--- config.mk ---
export PLATFORM = sky130hd
export DESIGN_NAME = mwc_host
export DESIGN_NICKNAME = d
export VERILOG_FILES = /design/src/design/mwc_pkg.sv /design/src/design/mwc_host.sv
export SDC_FILE = /design/constraint.sdc
export NUM_CORES = 1
export LEC_CHECK = 0
export BUFFER_PORTS_ARGS = -buffer_cell sky130_fd_sc_hd__buf_2
export CORE_UTILIZATION = 39
export CTS_BUF_LIST = sky130_fd_sc_hd__clkbuf_4 sky130_fd_sc_hd__clkbuf_8
export DETAILED_ROUTE_END_ITERATION = 6
export GPL_ROUTABILITY_DRIVEN = 0
export REMOVE_ABC_BUFFERS = 1
export SYNTH_ARGS = -nofsm -noshare
export SYNTH_HDL_FRONTEND = slang
export SYNTH_SLANG_ARGS = --single-unit
--- constraint.sdc ---
create_clock -name ref_clk -period 4.95 [get_ports ref_clk]
set_input_delay 0.99 -clock ref_clk [delete_from_list [all_inputs] [get_ports ref_clk]]
set_output_delay 0.99 -clock ref_clk [all_outputs]
set_load 0.01 [all_outputs]
--- src/design/mwc_pkg.sv ---
// Package: constants and carriers for the memory command host controller
package mwc_pkg;
    // Framing bytes
    localparam logic [7:0] MWC_START = 8'h5a; // Frame start byte
    localparam logic [7:0] MWC_FRAME_CMD = 8'ha4; // command_frame_type
    localparam logic [7:0] MWC_FRAME_DATA = 8'ha5; // Data packet type
    // Opcodes carried in opcode_field
    localparam logic [7:0] MWC_OP_STORE = 8'h04; // store_block_cmd
    localparam logic [7:0] MWC_OP_FILL = 8'h05; // pattern_fill_cmd
    localparam logic [7:0] MWC_OP_RESET = 8'h0b; // Chip reset
    localparam logic [7:0] MWC_OP_EXEC = 8'h09; // Execute (jump)
    localparam logic [7:0] MWC_OP_CALL = 8'h0a; // Call function
    // Flags byte: store announces its data phase
    localparam logic [7:0] MWC_FLAG_DATA = 8'h01;
    localparam logic [7:0] MWC_FLAG_NONE = 8'h00;
    // arg_count_field values
    localparam logic [7:0] MWC_ARGS3 = 8'h03;
    localparam logic [7:0] MWC_ARGS0 = 8'h00;
    // Frame geometry, in bytes
    localparam logic [4:0] MWC_PREFIX = 5'h06; // Start, type, len, crc
    localparam logic [4:0] MWC_CRC_LO = 5'h04; // CRC low byte slot
    localparam logic [4:0] MWC_CRC_HI = 5'h05; // CRC high byte slot
    localparam logic [4:0] MWC_PARAM0 = 5'h0a; // First parameter byte
    localparam logic [4:0] MWC_LEN_NOARG = 5'h0a; // Frame with no params
    localparam logic [4:0] MWC_LEN_3ARG = 5'h16; // Frame with three params
    localparam logic [4:0] MWC_DWORD = 5'h04; // Data bytes per packet
    localparam int MWC_FRAME_MAX = 22; // Largest frame held
    // Response: status word sits after the four header bytes
    localparam logic [15:0] MWC_RSP_STAT = 16'h000a;
    localparam logic [15:0] MWC_RSP_LAST = 16'h0005; // Prefix minus one
    localparam logic [15:0] MWC_CRC_POLY = 16'h1021;
    // Status codes
    localparam logic [31:0] MWC_SUCCESS = 32'h0000_0000; // success_status
    localparam logic [31:0] MWC_BAD_ARG = 32'h0000_0069; // bad_argument_status
    // Wait after a reset that boots the application
    localparam longint MWC_CLK_HZ = 200_000_000;
    localparam longint MWC_APP_WAIT_S = 5;
    localparam longint MWC_APP_WAIT_CYC = MWC_APP_WAIT_S * MWC_CLK_HZ;

    // Command kinds
    typedef enum logic [2:0] {
        MWC_K_STORE = 3'h0,
        MWC_K_FILL = 3'h1,
        MWC_K_EXEC = 3'h2,
        MWC_K_CALL = 3'h3,
        MWC_K_RESET = 3'h4
    } mwc_kind_t;

    // Width of the value to be replicated into fill_word
    typedef enum logic [1:0] {
        MWC_W8 = 2'h0,
        MWC_W16 = 2'h1,
        MWC_W32 = 2'h2
    } mwc_width_t;

    // One user request
    typedef struct packed {
        mwc_kind_t kind;
        mwc_width_t fill_w; // Pattern width for fill
        logic to_flash; // Target region is flash
        logic erased; // Caller vouches the sectors are erased
        logic [31:0] base_addr_param; // Start, jump or call address
        logic [31:0] length_param; // Byte count
        logic [31:0] word; // fill_word or first_arg_reg value
        logic [31:0] stack; // Stack pointer
        logic [31:0] mem_id; // Memory identifier
    } mwc_req_t;

    // Outcome handed back to the user
    typedef struct packed {
        logic local_reject; // Refused here, nothing sent
        logic [31:0] status; // Status from generic_reply_packet, or bad_argument_status if refused here
    } mwc_rsp_t;
endpackage

--- src/design/mwc_host.sv ---
// Host controller that frames memory write, fill, execute, call and reset
// Notes on behaviour
// - Send exactly the byte count as data
// - Store frame: opcode 04, three parameters, data
// - Fill params: address, count, word; no data
// - Fill start word aligned, count multiple four
// - Wide flash: 64-bit alignment, count multiple eight
// - Replicate 8 or 16 bit fill values
// - Flash sectors erased before write or fill
// - Flash targets need page aligned start
// - Execute params: jump, argument, stack pointer
// - Call address must be flash or RAM
// - Reset: opcode 0b, no params, length four
// - Wait five seconds after reset for application
`timescale 1ns/100ps
module mwc_host
    import mwc_pkg::*;
#(
    parameter int PAGE_BYTES = 256, // Flash page size, power of two
    parameter bit WIDE_FLASH = 1'b0, // Part uses the wider flash variant
    parameter logic [31:0] FLASH_LO = 32'h0000_0000,
    parameter logic [31:0] FLASH_HI = 32'h0fff_ffff,
    parameter logic [31:0] RAM_LO = 32'h2000_0000,
    parameter logic [31:0] RAM_HI = 32'h2fff_ffff,
    parameter longint APP_WAIT_CYC = MWC_APP_WAIT_CYC
) (
    // Clock and reset
    input wire logic ref_clk,
    input wire logic nrst,
    // User request
    input wire mwc_req_t req,
    input wire logic req_valid,
    output logic req_ready,
    // Data bytes for the store data phase
    input wire logic [7:0] wr_data,
    input wire logic wr_valid,
    output logic wr_ready,
    // Outcome
    output mwc_rsp_t rsp,
    output logic done,
    // Byte stream toward the framing link
    output logic [7:0] tx_byte,
    output logic tx_valid,
    input wire logic tx_ready,
    // Byte stream from the framing link
    input wire logic [7:0] rx_byte,
    input wire logic rx_valid,
    output logic rx_ready
);
    typedef enum logic [2:0] {
        S_IDLE = 3'h0, S_CHECK = 3'h1, S_CRC = 3'h2, S_SEND = 3'h3,
        S_GATHER = 3'h4, S_RX = 3'h5, S_WAIT = 3'h6, S_DONE = 3'h7
    } mwc_state_t;

    localparam logic [31:0] PAGE_M = 32'(PAGE_BYTES - 1);
    localparam logic [31:0] FILL_M = WIDE_FLASH ? 32'h7 : 32'h3;

    mwc_state_t state_q; // Sequencer state
    mwc_req_t req_q; // Captured request
    logic [7:0] fr_q [MWC_FRAME_MAX]; // Frame under construction
    logic [4:0] flen_q; // Frame length in bytes
    logic [4:0] idx_q; // Walk index for CRC and send
    logic [15:0] crc_q; // Running CRC
    logic [31:0] remain_q; // Data bytes still owed
    logic [2:0] gcnt_q; // Bytes gathered into this data packet
    logic data_q; // Command owns a data phase
    logic [31:0] wait_q; // Application start wait
    logic [7:0] buf_q [2]; // Two-entry data buffer
    logic wp_q, rp_q; // Buffer pointers
    logic [1:0] cnt_q; // Buffer occupancy
    logic [15:0] ridx_q, rlen_q; // Reply byte index and length
    logic [31:0] rstat_q; // Reply status word
    logic rfin_q; // Reply complete pulse
    logic bad; // Request fails host checks
    logic [31:0] pat; // Replicated fill pattern
    logic pop; // Buffer drain strobe
    logic [1:0] cnt_d;

    // CRC16 over one byte, MSB first
    function automatic logic [15:0] crc_step(input logic [15:0] c,
                                             input logic [7:0] b);
        logic [15:0] r;
        r = c ^ {b, 8'h00};
        for (int i = 0; i < 8; i++)
        begin
            r = r[15] ? ((r << 1) ^ MWC_CRC_POLY) : (r << 1);
        end
        return r;
    endfunction

    // Pattern replication and host side preconditions
    always_comb
    begin
        unique case (req_q.fill_w)
            MWC_W8: pat = {4{req_q.word[7:0]}};
            MWC_W16: pat = {2{req_q.word[15:0]}};
            default: pat = req_q.word;
        endcase
        bad = 1'b0;
        // Flash targets: erased and page aligned; a RAM store takes any start
        if ((req_q.kind == MWC_K_STORE || req_q.kind == MWC_K_FILL)
            && req_q.to_flash)
            bad = !req_q.erased
                || ((req_q.base_addr_param & PAGE_M) != 32'h0);
        if (req_q.kind == MWC_K_FILL
            && (((req_q.length_param & FILL_M) != 32'h0)
                || ((req_q.base_addr_param & FILL_M) != 32'h0)))
            bad = 1'b1;
        if (req_q.kind == MWC_K_CALL
            && !((req_q.base_addr_param >= FLASH_LO
                  && req_q.base_addr_param <= FLASH_HI)
                 || (req_q.base_addr_param >= RAM_LO
                     && req_q.base_addr_param <= RAM_HI)))
            bad = 1'b1;
    end

    // Buffer drains one byte a cycle while gathering a packet
    assign pop = (state_q == S_GATHER) && (cnt_q != 2'h0)
                 && (remain_q != 32'h0) && (gcnt_q != 3'h4);
    assign cnt_d = cnt_q + 2'(wr_valid && wr_ready) - 2'(pop);

    // Two-entry buffer; ready drops when both slots hold a byte
    always_ff @(posedge ref_clk or negedge nrst)
    begin
        if (!nrst)
        begin
            wp_q <= 1'b0;
            rp_q <= 1'b0;
            cnt_q <= 2'h0;
            wr_ready <= 1'b0;
            buf_q[0] <= 8'h00;
            buf_q[1] <= 8'h00;
        end
        else
        begin
            if (wr_valid && wr_ready)
            begin
                buf_q[wp_q] <= wr_data;
                wp_q <= !wp_q;
            end
            if (pop)
                rp_q <= !rp_q;
            cnt_q <= cnt_d;
            wr_ready <= (cnt_d != 2'h2);
        end
    end

    // Sequencer, frame builder and transmitter
    always_ff @(posedge ref_clk or negedge nrst)
    begin
        if (!nrst)
        begin
            state_q <= S_IDLE;
            req_q <= '0;
            for (int i = 0; i < MWC_FRAME_MAX; i++)
                fr_q[i] <= 8'h00;
            flen_q <= 5'h00;
            idx_q <= 5'h00;
            crc_q <= 16'h0000;
            remain_q <= 32'h0;
            gcnt_q <= 3'h0;
            data_q <= 1'b0;
            wait_q <= 32'h0;
            req_ready <= 1'b0;
            done <= 1'b0;
            rsp <= '0;
            tx_byte <= 8'h00;
            tx_valid <= 1'b0;
        end
        else
        begin
            done <= 1'b0;
            unique case (state_q)
                S_IDLE:
                begin
                    req_ready <= 1'b1;
                    if (req_valid && req_ready)
                    begin
                        req_q <= req;
                        req_ready <= 1'b0;
                        state_q <= S_CHECK;
                    end
                end
                S_CHECK:
                begin
                    // Header and parameter bytes, little endian
                    fr_q[0] <= MWC_START;
                    fr_q[1] <= MWC_FRAME_CMD;
                    fr_q[7] <= MWC_FLAG_NONE;
                    fr_q[8] <= 8'h00;
                    fr_q[9] <= MWC_ARGS3;
                    fr_q[3] <= 8'h00;
                    fr_q[2] <= 8'(MWC_LEN_3ARG - MWC_PREFIX);
                    flen_q <= MWC_LEN_3ARG;
                    data_q <= 1'b0;
                    remain_q <= req_q.length_param;
                    for (int b = 0; b < 4; b++)
                    begin
                        fr_q[10 + b] <= req_q.base_addr_param[8*b +: 8];
                        unique case (req_q.kind)
                            MWC_K_STORE, MWC_K_FILL:
                                fr_q[14 + b] <= req_q.length_param[8*b +: 8];
                            default:
                                fr_q[14 + b] <= req_q.word[8*b +: 8];
                        endcase
                        unique case (req_q.kind)
                            MWC_K_STORE:
                                fr_q[18 + b] <= req_q.mem_id[8*b +: 8];
                            MWC_K_FILL:
                                fr_q[18 + b] <= pat[8*b +: 8];
                            default: // Call sends it, device ignores it
                                fr_q[18 + b] <= req_q.stack[8*b +: 8];
                        endcase
                    end
                    unique case (req_q.kind)
                        MWC_K_STORE:
                        begin
                            fr_q[6] <= MWC_OP_STORE;
                            fr_q[7] <= MWC_FLAG_DATA;
                            data_q <= 1'b1;
                        end
                        MWC_K_FILL: fr_q[6] <= MWC_OP_FILL;
                        MWC_K_EXEC: fr_q[6] <= MWC_OP_EXEC;
                        MWC_K_CALL: fr_q[6] <= MWC_OP_CALL;
                        default:
                        begin
                            fr_q[6] <= MWC_OP_RESET;
                            fr_q[9] <= MWC_ARGS0;
                            fr_q[2] <= 8'(MWC_LEN_NOARG - MWC_PREFIX);
                            flen_q <= MWC_LEN_NOARG;
                        end
                    endcase
                    idx_q <= 5'h00;
                    crc_q <= 16'h0000;
                    // Refused requests never reach the link
                    if (bad)
                    begin
                        rsp <= '{local_reject: 1'b1, status: MWC_BAD_ARG};
                        state_q <= S_DONE;
                    end
                    else
                        state_q <= S_CRC;
                end
                S_CRC:
                begin
                    // CRC spans the frame except its own two bytes
                    if (idx_q == flen_q)
                    begin
                        fr_q[MWC_CRC_LO] <= crc_q[7:0];
                        fr_q[MWC_CRC_HI] <= crc_q[15:8];
                        idx_q <= 5'h00;
                        state_q <= S_SEND;
                    end
                    else
                    begin
                        if (idx_q != MWC_CRC_LO && idx_q != MWC_CRC_HI)
                            crc_q <= crc_step(crc_q, fr_q[idx_q]);
                        idx_q <= idx_q + 5'h01;
                    end
                end
                S_SEND:
                begin
                    if (!tx_valid || tx_ready)
                    begin
                        if (idx_q != flen_q)
                        begin
                            tx_byte <= fr_q[idx_q];
                            tx_valid <= 1'b1;
                            idx_q <= idx_q + 5'h01;
                        end
                        else
                        begin
                            tx_valid <= 1'b0;
                            fr_q[0] <= MWC_START;
                            fr_q[1] <= MWC_FRAME_DATA;
                            gcnt_q <= 3'h0;
                            // Keep sending data until the count is met
                            if (data_q && remain_q != 32'h0)
                                state_q <= S_GATHER;
                            else
                                state_q <= S_RX;
                        end
                    end
                end
                S_GATHER:
                begin
                    if (pop)
                    begin
                        fr_q[5'(MWC_PREFIX + 5'(gcnt_q))] <= buf_q[rp_q];
                        gcnt_q <= gcnt_q + 3'h1;
                        remain_q <= remain_q - 32'h1;
                    end
                    else if (gcnt_q == 3'h4
                             || (remain_q == 32'h0 && gcnt_q != 3'h0))
                    begin
                        fr_q[2] <= 8'(gcnt_q);
                        fr_q[3] <= 8'h00;
                        flen_q <= MWC_PREFIX + 5'(gcnt_q);
                        idx_q <= 5'h00;
                        crc_q <= 16'h0000;
                        state_q <= S_CRC;
                    end
                end
                S_RX:
                begin
                    // Reply comes once after data, or alone
                    if (rfin_q)
                    begin
                        rsp <= '{local_reject: 1'b0, status: rstat_q};
                        wait_q <= 32'(APP_WAIT_CYC - 1);
                        if (req_q.kind == MWC_K_RESET
                            && rstat_q == MWC_SUCCESS)
                            state_q <= S_WAIT;
                        else
                            state_q <= S_DONE;
                    end
                end
                S_WAIT:
                begin
                    // Application needs this long to come up
                    if (wait_q == 32'h0)
                        state_q <= S_DONE;
                    else
                        wait_q <= wait_q - 32'h1;
                end
                S_DONE:
                begin
                    done <= 1'b1;
                    state_q <= S_IDLE;
                end
            endcase
        end
    end

    // Reply parser; framing acks and stray bytes are skipped
    always_ff @(posedge ref_clk or negedge nrst)
    begin
        if (!nrst)
        begin
            ridx_q <= 16'h0;
            rlen_q <= 16'h0;
            rstat_q <= 32'h0;
            rfin_q <= 1'b0;
            rx_ready <= 1'b0;
        end
        else
        begin
            rfin_q <= 1'b0;
            rx_ready <= (state_q == S_RX) && !rfin_q;
            if (rx_valid && rx_ready)
            begin
                ridx_q <= ridx_q + 16'h1;
                if (ridx_q == 16'h0 && rx_byte != MWC_START)
                    ridx_q <= 16'h0;
                if (ridx_q == 16'h1 && rx_byte != MWC_FRAME_CMD)
                    ridx_q <= 16'h0;
                if (ridx_q == 16'h2)
                    rlen_q[7:0] <= rx_byte;
                if (ridx_q == 16'h3)
                    rlen_q[15:8] <= rx_byte;
                for (int b = 0; b < 4; b++)
                begin
                    if (ridx_q == MWC_RSP_STAT + 16'(b))
                        rstat_q[8*b +: 8] <= rx_byte;
                end
                if (ridx_q > MWC_RSP_LAST && ridx_q == MWC_RSP_LAST + rlen_q)
                begin
                    ridx_q <= 16'h0;
                    rfin_q <= 1'b1;
                    rx_ready <= 1'b0;
                end
            end
        end
    end
endmodule // mwc_host

==> results of run 1 <==
## stage by stage
step	setup slack, ns	cell area [um2]	instances	setup TNS, ns	hold slack (ns)
final	1.34	32200	3849	0	0.308
after global placement	1.48	30000	3666	0	0.458
after floorplan	-8.81	27200	2443	-1699.54	0.443
after detailed placement	1.36	30000	3666	0	0.465
after CTS	1.33	32200	3848	0	0.294
after global routing	1.06	32200	3849	0	0.339
## final timing paths
kind | start | end | slack [ns] | depth (start not counted)
worst max-delay path | wait_q[4] | state_q[2] | 1.34 | 7
worst min-delay path | nrst | rsp[21] | 0.31 | 1
worst max register to register | wait_q[4] | state_q[2] | 1.34 | 7
worst min register to register | fr_q[4] | fr_q[4] | 0.48 | 2
max in group asynchronous | nrst | req_q[164] | 3.43 | 2
min in group ref_clk | fr_q[4] | fr_q[4] | 0.48 | 2
## synth_stat cells (8+ instances only)
cell	number	share of area
nor3_1	40	0.0072
nor4_1	26	0.0059
or4_1	13	0.0035
ha_1	20	0.0090
and3_1	21	0.0047
mux2_2	268	0.11
dfrtp_1	571	0.51
inv_1	29	0.0039
mux4_2	39	0.032
clkbuf_1	146	0.020
o22ai_1	19	0.0043
a21o_1	10	0.0027
nor2b_1	13	0.0029
nor2_1	173	0.023
o21ai_1	8	0.0014
or2_2	8	0.0018
a211oi_1	17	0.0046
nand2_1	360	0.049
nand4_1	14	0.0032
a311oi_1	12	0.0038
o31ai_1	10	0.0027
buf_1	11	0.0015
a31oi_1	31	0.0070
o211ai_1	13	0.0035
a22o_1	26	0.0082
xor2_1	32	0.010
nand3_1	79	0.014
o21ai_0	204	0.037
a22oi_1	40	0.011
mux2i_1	70	0.025
xnor2_1	47	0.015
a21oi_1	108	0.019
## layout make-up
class                   instances  area [um2]  share of cell area
flip-flops and latches        571       14300               0.444
inverters                      31         116             0.00361
clock buffers                 161        2020              0.0628
diodes                          1        2.50           0.0000777
multi-input cells            1841       12800               0.397
clock inverters                21         189             0.00587
repair buffers                283        1610              0.0501
well taps                     940        1180              0.0365
## cell families after synthesis
logic type                 synth area share
DFF                                   0.514
AOI/OAI and AO/OA                     0.129
xor gates and xnor gates             0.0249
and+or+nand+nor                       0.131
adders and majority gates           0.00901
muxes                                 0.165
buffers and inverters                0.0269
## power groups by stage
stage	clock (mW)	combinational [mW]	sequential [mW]
after floorplan	0	5.14	7.41
final	4.71	7.42	7.93
after global placement	0	7.18	7.91
after CTS	4.82	7.40	7.90
after detailed placement	0	7.38	7.97
after global routing	5.02	8.10	8.10
## worst max-delay path, cell delays in order (launching register included)
cell and delay, ns:
dfrtp_1 0.40, or4_1 0.64, or4b_4 0.60, or3b_1 0.54, o41ai_4 0.55, nand4_2 0.23, mux2i_1 0.17, a2111oi_0 0.36
## metal layers
metal	track usage	wire (um)	up-vias
li1	-	-	9894
met1	0.300	34700	10900
met2	0.389	40300	874
met3	0.0405	5340	181
met4	0.0984	3440	2
met5	0	13	-
## registers in the layout (all words and copies together), names as in the netlist, 16 cells and up
signal,count
wait_q,32
rsp,33
rlen_q,16
crc_q,16
fr_q,176
rstat_q,32
buf_q,16
remain_q,32
ridx_q,16
req_q,167
## layout by cell type, fill, tap and decap left out, types with 13 or more instances in the layout
master    instances
dfrtp_1         568
nand2_1         359
mux2_2          268
buf_2           233
o21ai_0         204
nor2_1          172
clkbuf_8        130
a21oi_1         108
nand3_1          78
mux2i_1          70
xnor2_1          47
buf_4            44
a22oi_1          40
nor3_1           39
mux4_2           39
xor2_1           32
a31oi_1          31
clkbuf_4         31
inv_1            29
nor4_1           26
a22o_1           26
and3_1           21
ha_1             20
o22ai_1          19
a211oi_1         17
nand4_1          14
or4_1            13
o211ai_1         13
nor2b_1          13
clkinv_2         13
==> out/qor.csv, run 1 <==
metric,value,unit
grt_max_degree,139,
viasPerCell,5.68,
first_iter_violations,1560,
synthArstFlopShare,1.00,
die_x,269,um
syn-mean-instance-area,10.7,um2
ys_types,81,
critical_path_class,flop to flop,
hold_viol,0,
ir_drop,0.000294,V
sequentialPowerShare,0.395,
hold_buffers,0,
endpoint_kind,flop,
yosys_warnings,0,
worstSetupStartpointType,flop,
worstHoldPathType,input port to asynchronous set/reset pin,
io_buffers,234,
areaGrowthSynthToFinish,15.8,%
finalCritPeriodShare,0.730,
run_status,completed,
synth-edff-count,0,
slew_violations,0,
min_period,3.61,ns
vias,21900,
cts_tree,yes,
die_height,269,um
final_util,0.458,
cts_resized,0,
final-setup-viol-count,0,
track_usage,0.234,
fin_worst_skew,0.0545,ns
maxSlewHeadroom,0.161,
dp_hpwl,59.5,mm
clock_sinks,571,
core-area,70300,um2
layout-drive-gt1-share,0.277,
grt_pass1_vias,22200,
cts_htree_levels,3,
clk_pin_slew,0.06,ns
clk_latency,0.72,ns
power,20.1,mW
leakagePower,14.6,nW
p_int,12.2,mW
grt_overflow,0,
cts-buffers-inserted,101,
post_cts_buffers,0,
ys_ff_latch,571,
grt_pass1_wl,131,mm
synthCells,2607,
clkPwrFrac,0.235,
ios,235,
power_density,623,nW/um2
antenna_left,0,
placementRows,97,
drc,0,
worst_pin_slew,1.25,ns
drt-total-wl,83.9,mm
cp.required,5.52,ns
rsz0062_at_grt,false,
p_switching,7.87,mW
maxCapViolCount,0,
start_util,0.395,
cp.arrival,4.18,ns
mappedNetlistArea,27800,um2
nFillCells,6572,
p_sw_frac,0.392,
antenna_found_initial,2,
wl_per_cell,21.8,um
cts_buffer_depth,3,
dominantRegCellSynth,dfrtp_1,
die_area,72300,um2
yosysSeqAreaShare,0.514,
finalNetCount,3038,
fmax,0.277,GHz
cts-root-buf,clkbuf_8,
power_frac_comb,0.370,
critPathMaxFanout,7,
drt_pass1_iterations,6,
Power figures use the tool's default switching activity.
==> run 2: changes to the inputs <==
Clock period 4.95 ns to 3.25 ns, I/O delays scaled along.
==> out/qor.csv, run 2 (same netlist as run 1, synthesis figures left out) <==
metric,value,unit,change
antenna_left,0,,unchanged
critical_path_class,flop to flop,,unchanged
dpl_cell_area,30800,um2,"was 30,000 um2"
reg.largest.list,"fr_q x176, req_q x167, rsp x33",,unchanged
maxSlewHeadroom,0.417,,was 0.161
crit_chain,or4_4 -> or4b_4 -> or3b_4 -> o41ai_4 -> buf_4 -> a211oi_2 -> nand3b_1 -> xor2_1 -> nor2_1,,was or4_1 -> or4b_4 -> or3b_1 -> o41ai_4 -> nand4_2 -> mux2i_1 -> a2111oi_0
fin_area,33100,um2,"was 32,200 um2"
clkPwrFrac,0.229,,was 0.235
placementRows,97,,unchanged
die_x,269,um,unchanged
slew_violations,0,,unchanged
final-setup-viol-count,0,,unchanged
drt_pass1_iterations,7,,was 6
antenna_found_initial,0,,was 2
cts_tree,yes,,unchanged
p_switching,12.2,mW,was 7.87 mW
min_period,3.13,ns,was 3.61 ns
slowest_delay,0.56,ns,was 0.64 ns
areaGrowthSynthToFinish,19.0,%,was 15.8%
p_sw_frac,0.387,,was 0.392
maxCapViolCount,0,,unchanged
fmax,0.319,GHz,was 0.277 GHz
cp.arrival,3.69,ns,was 4.18 ns
worst_pin_slew,0.866,ns,was 1.25 ns
layout_common_cells,"dfrtp_1 (568), nand2_1 (358), mux2_2 (268)",,"was dfrtp_1 (568), nand2_1 (359), mux2_2 (268)"
p_int,19.4,mW,was 12.2 mW
worstSetupStartpointType,flop,,unchanged
drt-total-wl,84.0,mm,was 83.9 mm
power_frac_comb,0.397,,was 0.370
die_height,269,um,unchanged
clock_sinks,571,,unchanged
cts-root-buf,clkbuf_8,,unchanged
core-area,70300,um2,unchanged
layout-drive-gt1-share,0.300,,was 0.277
clk_pin_slew,0.06,ns,about the same
cts-buffers-inserted,98,,was 101
run_status,completed,,unchanged
fin_worst_skew,0.0506,ns,was 0.0545 ns
ir_drop,0.000424,V,was 0.000294 V
ios,235,,unchanged
cts_htree_levels,3,,unchanged
final_common_cell,dfrtp_1,,unchanged
critPathMaxFanout,8,,was 7
wl_per_cell,21.4,um,was 21.8 um
hold_viol,0,,unchanged
clk_latency,0.73,ns,was 0.72 ns
grt_overflow,0,,unchanged
critPathTopFamily,simple AND/OR/NAND/NOR gates,,unchanged
largest_reg_flops,176,,unchanged
die_area,72300,um2,unchanged
path_buf_inv,1,,was 0
drc,0,,unchanged
endpoint_kind,flop,,unchanged
power,31.6,mW,was 20.1 mW
grt_pass1_wl,131,mm,about the same
slowest_stage,or4_4,,was or4_1
vias,22000,,"was 21,900"
power_density,955,nW/um2,was 623 nW/um2
rsz0062_at_grt,true,,was false
dp_hpwl,60.9,mm,was 59.5 mm
finalNetCount,3124,,"was 3,038"
cp.required,3.81,ns,was 5.52 ns
viasPerCell,5.61,,was 5.68
regMostFlops,fr_q,,unchanged
cts_buffer_depth,3,,unchanged
io_buffers,234,,unchanged
grt_pass1_vias,22400,,"was 22,200"
diodes,0,,was 1
sequentialPowerShare,0.375,,was 0.395
grt_max_degree,87,,was 139
first_iter_violations,1758,,"was 1,560"
track_usage,0.235,,was 0.234
leakagePower,15.0,nW,was 14.6 nW
start_util,0.395,,unchanged
finalCritPeriodShare,0.964,,was 0.730
worstHoldPathType,input port to flop,,was input port to asynchronous set/reset pin
[run 2: cell count changes in the layout (fill, tap and decap cells not counted), sizes merged]
cell / delta
diode: -1
bufinv: +2
clkbuf: -3
clkinv: -5
inv: +1
buf: +88
dlygate4sd3: +1
clkinvlp: +1
[run 2: path summary, 6_finish.rpt]
| kind | slack (ns) | cells after the start | start | end |
|---|---|---|---|---|
| worst max-delay path | 0.12 | 9 | wait_q[8] | wait_q[30] |
| worst min-delay path | 0.16 | 2 | req[130] | req_q[130] |
| worst max register to register | 0.12 | 9 | wait_q[8] | wait_q[30] |
| worst min register to register | 0.48 | 2 | rsp[32] | rsp[32] |
| max in group asynchronous | 1.80 | 3 | nrst | req_q[59] |
| min in group asynchronous | 0.47 | 2 | nrst | rstat_q[22] |
[run 2: through the flow]
step,TNS [ns],hold WS (ns),worst slack (ns),util,cells
after CTS,0,0.107,0.0550,0.470,3933
final,0,0.158,0.116,0.470,3933
after detailed placement,-0.0235,0.465,-0.0235,0.438,3752
after global placement,0,0.457,0.0439,0.438,3752
after global routing,-0.00896,0.125,-0.00896,0.470,3933
after floorplan,-2270.42,0.354,-10.29,-,2443
[run 2: power by group through the flow]
stage               Clock (mW)  Sequential [mW]  Combinational, mW
finish                    7.22             11.8               12.5
global route              7.69             12.1               13.6
CTS                       7.37             11.8               12.5
detailed placement           0             11.9               12.4
global placement             0             11.8               12.1
floorplan                    0             11.3               7.83
[run 2: routing by layer]
metal / global-route usage / vias up / part of all wire
met5: 0 / - / 0
met2: 0.388 / 817 / 0.48
met1: 0.304 / 11000 / 0.42
met4: 0.105 / 0 / 0.044
met3: 0.0365 / 201 / 0.060
li1: - / 10100 / -
[run 2: timing repair]
item | CTS | global route
hold buffers | 1 | 0
hold endpoints to repair | 52 | 0
setup buffers | 2 | 0
gates resized for setup | 1 | 10
gates cloned | 0 | 0
pin swaps | 1 | 0
endpoints found under the setup margin | 3 | 10
[run 2: area by class of cell]
cell class,instances,area [um2]
Fill cell,6458,37200
Sequential cell,571,14300
Multi-Input combinational cell,1841,12800
Timing Repair Buffer,372,2440
Clock buffer,158,1960
Tap cell,940,1180
Clock inverter,20,244
Inverter,31,116
==> run 3: changes to the inputs <==
Settings changed: PLACE_DENSITY set to 0.63.
==> out/qor.csv, run 3 (same netlist as run 1, synthesis figures left out) <==
metric,value,unit,change
areaGrowthSynthToFinish,18.4,%,was 19.0%
track_usage,0.236,,was 0.235
nFillCells,6475,,"was 6,458"
viasPerCell,5.68,,was 5.61
dp.cells,3738,,"was 3,752"
hold_viol,0,,unchanged
first_iter_violations,1909,,"was 1,758"
grt_max_degree,99,,was 87
r2r-start,wait_q[5],,was wait_q[8]
cts_buffer_depth,3,,unchanged
antenna_found_initial,4,,was 0
antenna_left,0,,unchanged
clk_pin_slew,0.06,ns,about the same
cts_htree_levels,3,,unchanged
sequentialPowerShare,0.387,,was 0.375
clkPwrFrac,0.226,,was 0.229
grt_overflow,0,,unchanged
fin_cells,3921,,"was 3,933"
setup_tns,0,ns,unchanged
holdPathEnd,req_q[85],,was req_q[130]
die_x,269,um,unchanged
power_density,944,nW/um2,was 955 nW/um2
layout_common_cells,"dfrtp_1 (568), nand2_1 (359), mux2_2 (268)",,"was dfrtp_1 (568), nand2_1 (358), mux2_2 (268)"
largest_reg_flops,176,,unchanged
worst-r2r-cell-count,8,,was 9
finalNetCount,3108,,"was 3,124"
worst_hold_path.num_cells,2,,unchanged
cts-root-buf,clkbuf_8,,unchanged
r2r_slack,0.09,ns,was 0.12 ns
fin_worst_skew,0.0567,ns,was 0.0506 ns
p_sw_frac,0.395,,was 0.387
vias,22300,,"was 22,000"
worstSetupStartpointType,flop,,unchanged
cp.required,3.80,ns,was 3.81 ns
start_util,0.395,,unchanged
placementRows,97,,unchanged
dp_hpwl,60.7,mm,was 60.9 mm
wl_per_cell,21.5,um,was 21.4 um
leakagePower,14.9,nW,was 15.0 nW
fmax,0.316,GHz,was 0.319 GHz
slew_violations,0,,unchanged
worst_pin_slew,0.957,ns,was 0.866 ns
finalCritPeriodShare,0.973,,was 0.964
core-area,70300,um2,unchanged
ir_drop,0.000406,V,was 0.000424 V
drt_pass1_iterations,6,,was 7
busiest_layer,met2,,unchanged
cts_tree,yes,,unchanged
drc,0,,unchanged
die_height,269,um,unchanged
io_buffers,234,,unchanged
fin_worst_hold_slack,0.146,ns,was 0.158 ns
maxSlewHeadroom,0.356,,was 0.417
final-setup-viol-count,0,,unchanged
p_int,18.8,mW,was 19.4 mW
run_status,completed,,unchanged
cp.arrival,3.71,ns,was 3.69 ns
multi_input_comb_area,12900,um2,"was 12,800 um2"
ios,235,,unchanged
final_common_cell,dfrtp_1,,unchanged
clock_sinks,571,,unchanged
grt_pass1_vias,22700,,"was 22,400"
met3_usage,0.0458,,was 0.0365
maxCapViolCount,0,,unchanged
die_area,72300,um2,unchanged
regMostFlops,fr_q,,unchanged
cts-buffers-inserted,97,,was 98
reg.largest.list,"fr_q x176, req_q x167, rsp x33",,unchanged
regArea,14300,um2,about the same
endpoint_kind,flop,,unchanged
grt_pass1_wl,132,mm,was 131 mm
clk_latency,0.74,ns,was 0.73 ns
r2r-end,wait_q[8],,was wait_q[30]
critical_path_class,flop to flop,,unchanged
power_frac_comb,0.387,,was 0.397
p_switching,12.3,mW,was 12.2 mW
worstHoldPathType,input port to flop,,unchanged
min_period,3.16,ns,was 3.13 ns
met1_usage,0.301,,was 0.304
globalRouteMet2Util,0.380,,was 0.388
drt-total-wl,84.3,mm,was 84.0 mm
hold_path.startpoint,req[85],,was req[130]
layout-drive-gt1-share,0.297,,was 0.300
critPathMaxFanout,5,,was 8
-- run 3: cell count changes in the layout (fill, tap and decap cells not counted), moves of 2 or more --
cell / before / now
buf_4: 119 / 105
diode_2: 0 / 3
clkinv_2: 9 / 21
a2111oi_2: 3 / 1
bufinv_16: 4 / 2
nor4_1: 24 / 21
clkbuf_4: 35 / 27
clkbuf_8: 123 / 121
nor4_2: 1 / 5
clkinvlp_4: 4 / 2
-- run 3: power by group through the flow --
stage | sequential, mW | combinational, mW | clock (mW)
floorplan | 11.3 | 7.83 | 0
global placement | 11.9 | 11.6 | 0
detailed placement | 12.1 | 11.9 | 0
CTS | 12.0 | 11.9 | 7.15
global route | 12.3 | 13.1 | 7.47
finish | 12.0 | 12.0 | 7.01
-- run 3: through the flow --
step                      setup slack, ns  utilization  cell area [um2]  power, mW
after global placement             0.0855        0.436            30700       23.5
after detailed placement          -0.0183        0.436            30700       24.0
after floorplan                    -10.29            -            27200       19.1
after CTS                        -0.00406        0.467            32800       31.0
after global routing             -0.00251        0.468            32900       32.8
final                              0.0882        0.468            32900       31.0
-- run 3: worst max path at each step --
stage | cells past startpoint | slack (ns) | startpoint | to
after global placement | 7 | 0.09 | wait_q[4] | wait_q[27]
after detailed placement | 8 | -0.02 | remain_q[26] | state_q[2]
final | 8 | 0.09 | wait_q[5] | wait_q[8]
after CTS | 7 | -0.004 | wait_q[5] | wait_q[25]
after global routing | 9 | -0.003 | remain_q[26] | state_q[2]
after floorplan | 4 | -10.29 | state_q[1] | req_q[0]
-- run 3: critical path, stage by stage (launching register included) --
cell	delay [ns]
dfrtp_1	0.40
or4_4	0.56
or4b_4	0.53
or3b_4	0.46
o41a_2	0.45
o21ai_4	0.21
or4_2	0.16
xor2_1	0.18
nand2_1	0.07
-- run 3: area by class of cell --
class	instances	area share
Antenna cell	3	0.000228
Clock buffer	148	0.0568
Inverter	31	0.00354
Sequential cell	571	0.435
Multi-Input combinational cell	1841	0.391
Timing Repair Buffer	357	0.0705
Clock inverter	30	0.00780
Tap cell	940	0.0358
-- run 3: per-layer routing --
layer | vias to the layer above | share of wire
li1 | 10000 | -
met1 | 11100 | 0.41
met2 | 895 | 0.47
met3 | 241 | 0.068
met4 | 2 | 0.051
met5 | - | 0.00015
-- run 3: timing repair --
item                       in CTS  in global routing
setup endpoints to repair       3                 35
hold buffers                    1                  0
buffers inserted                1                  0
hold endpoints to repair       53                  0
gates resized for setup         1                 13
pin swaps                       1                  0
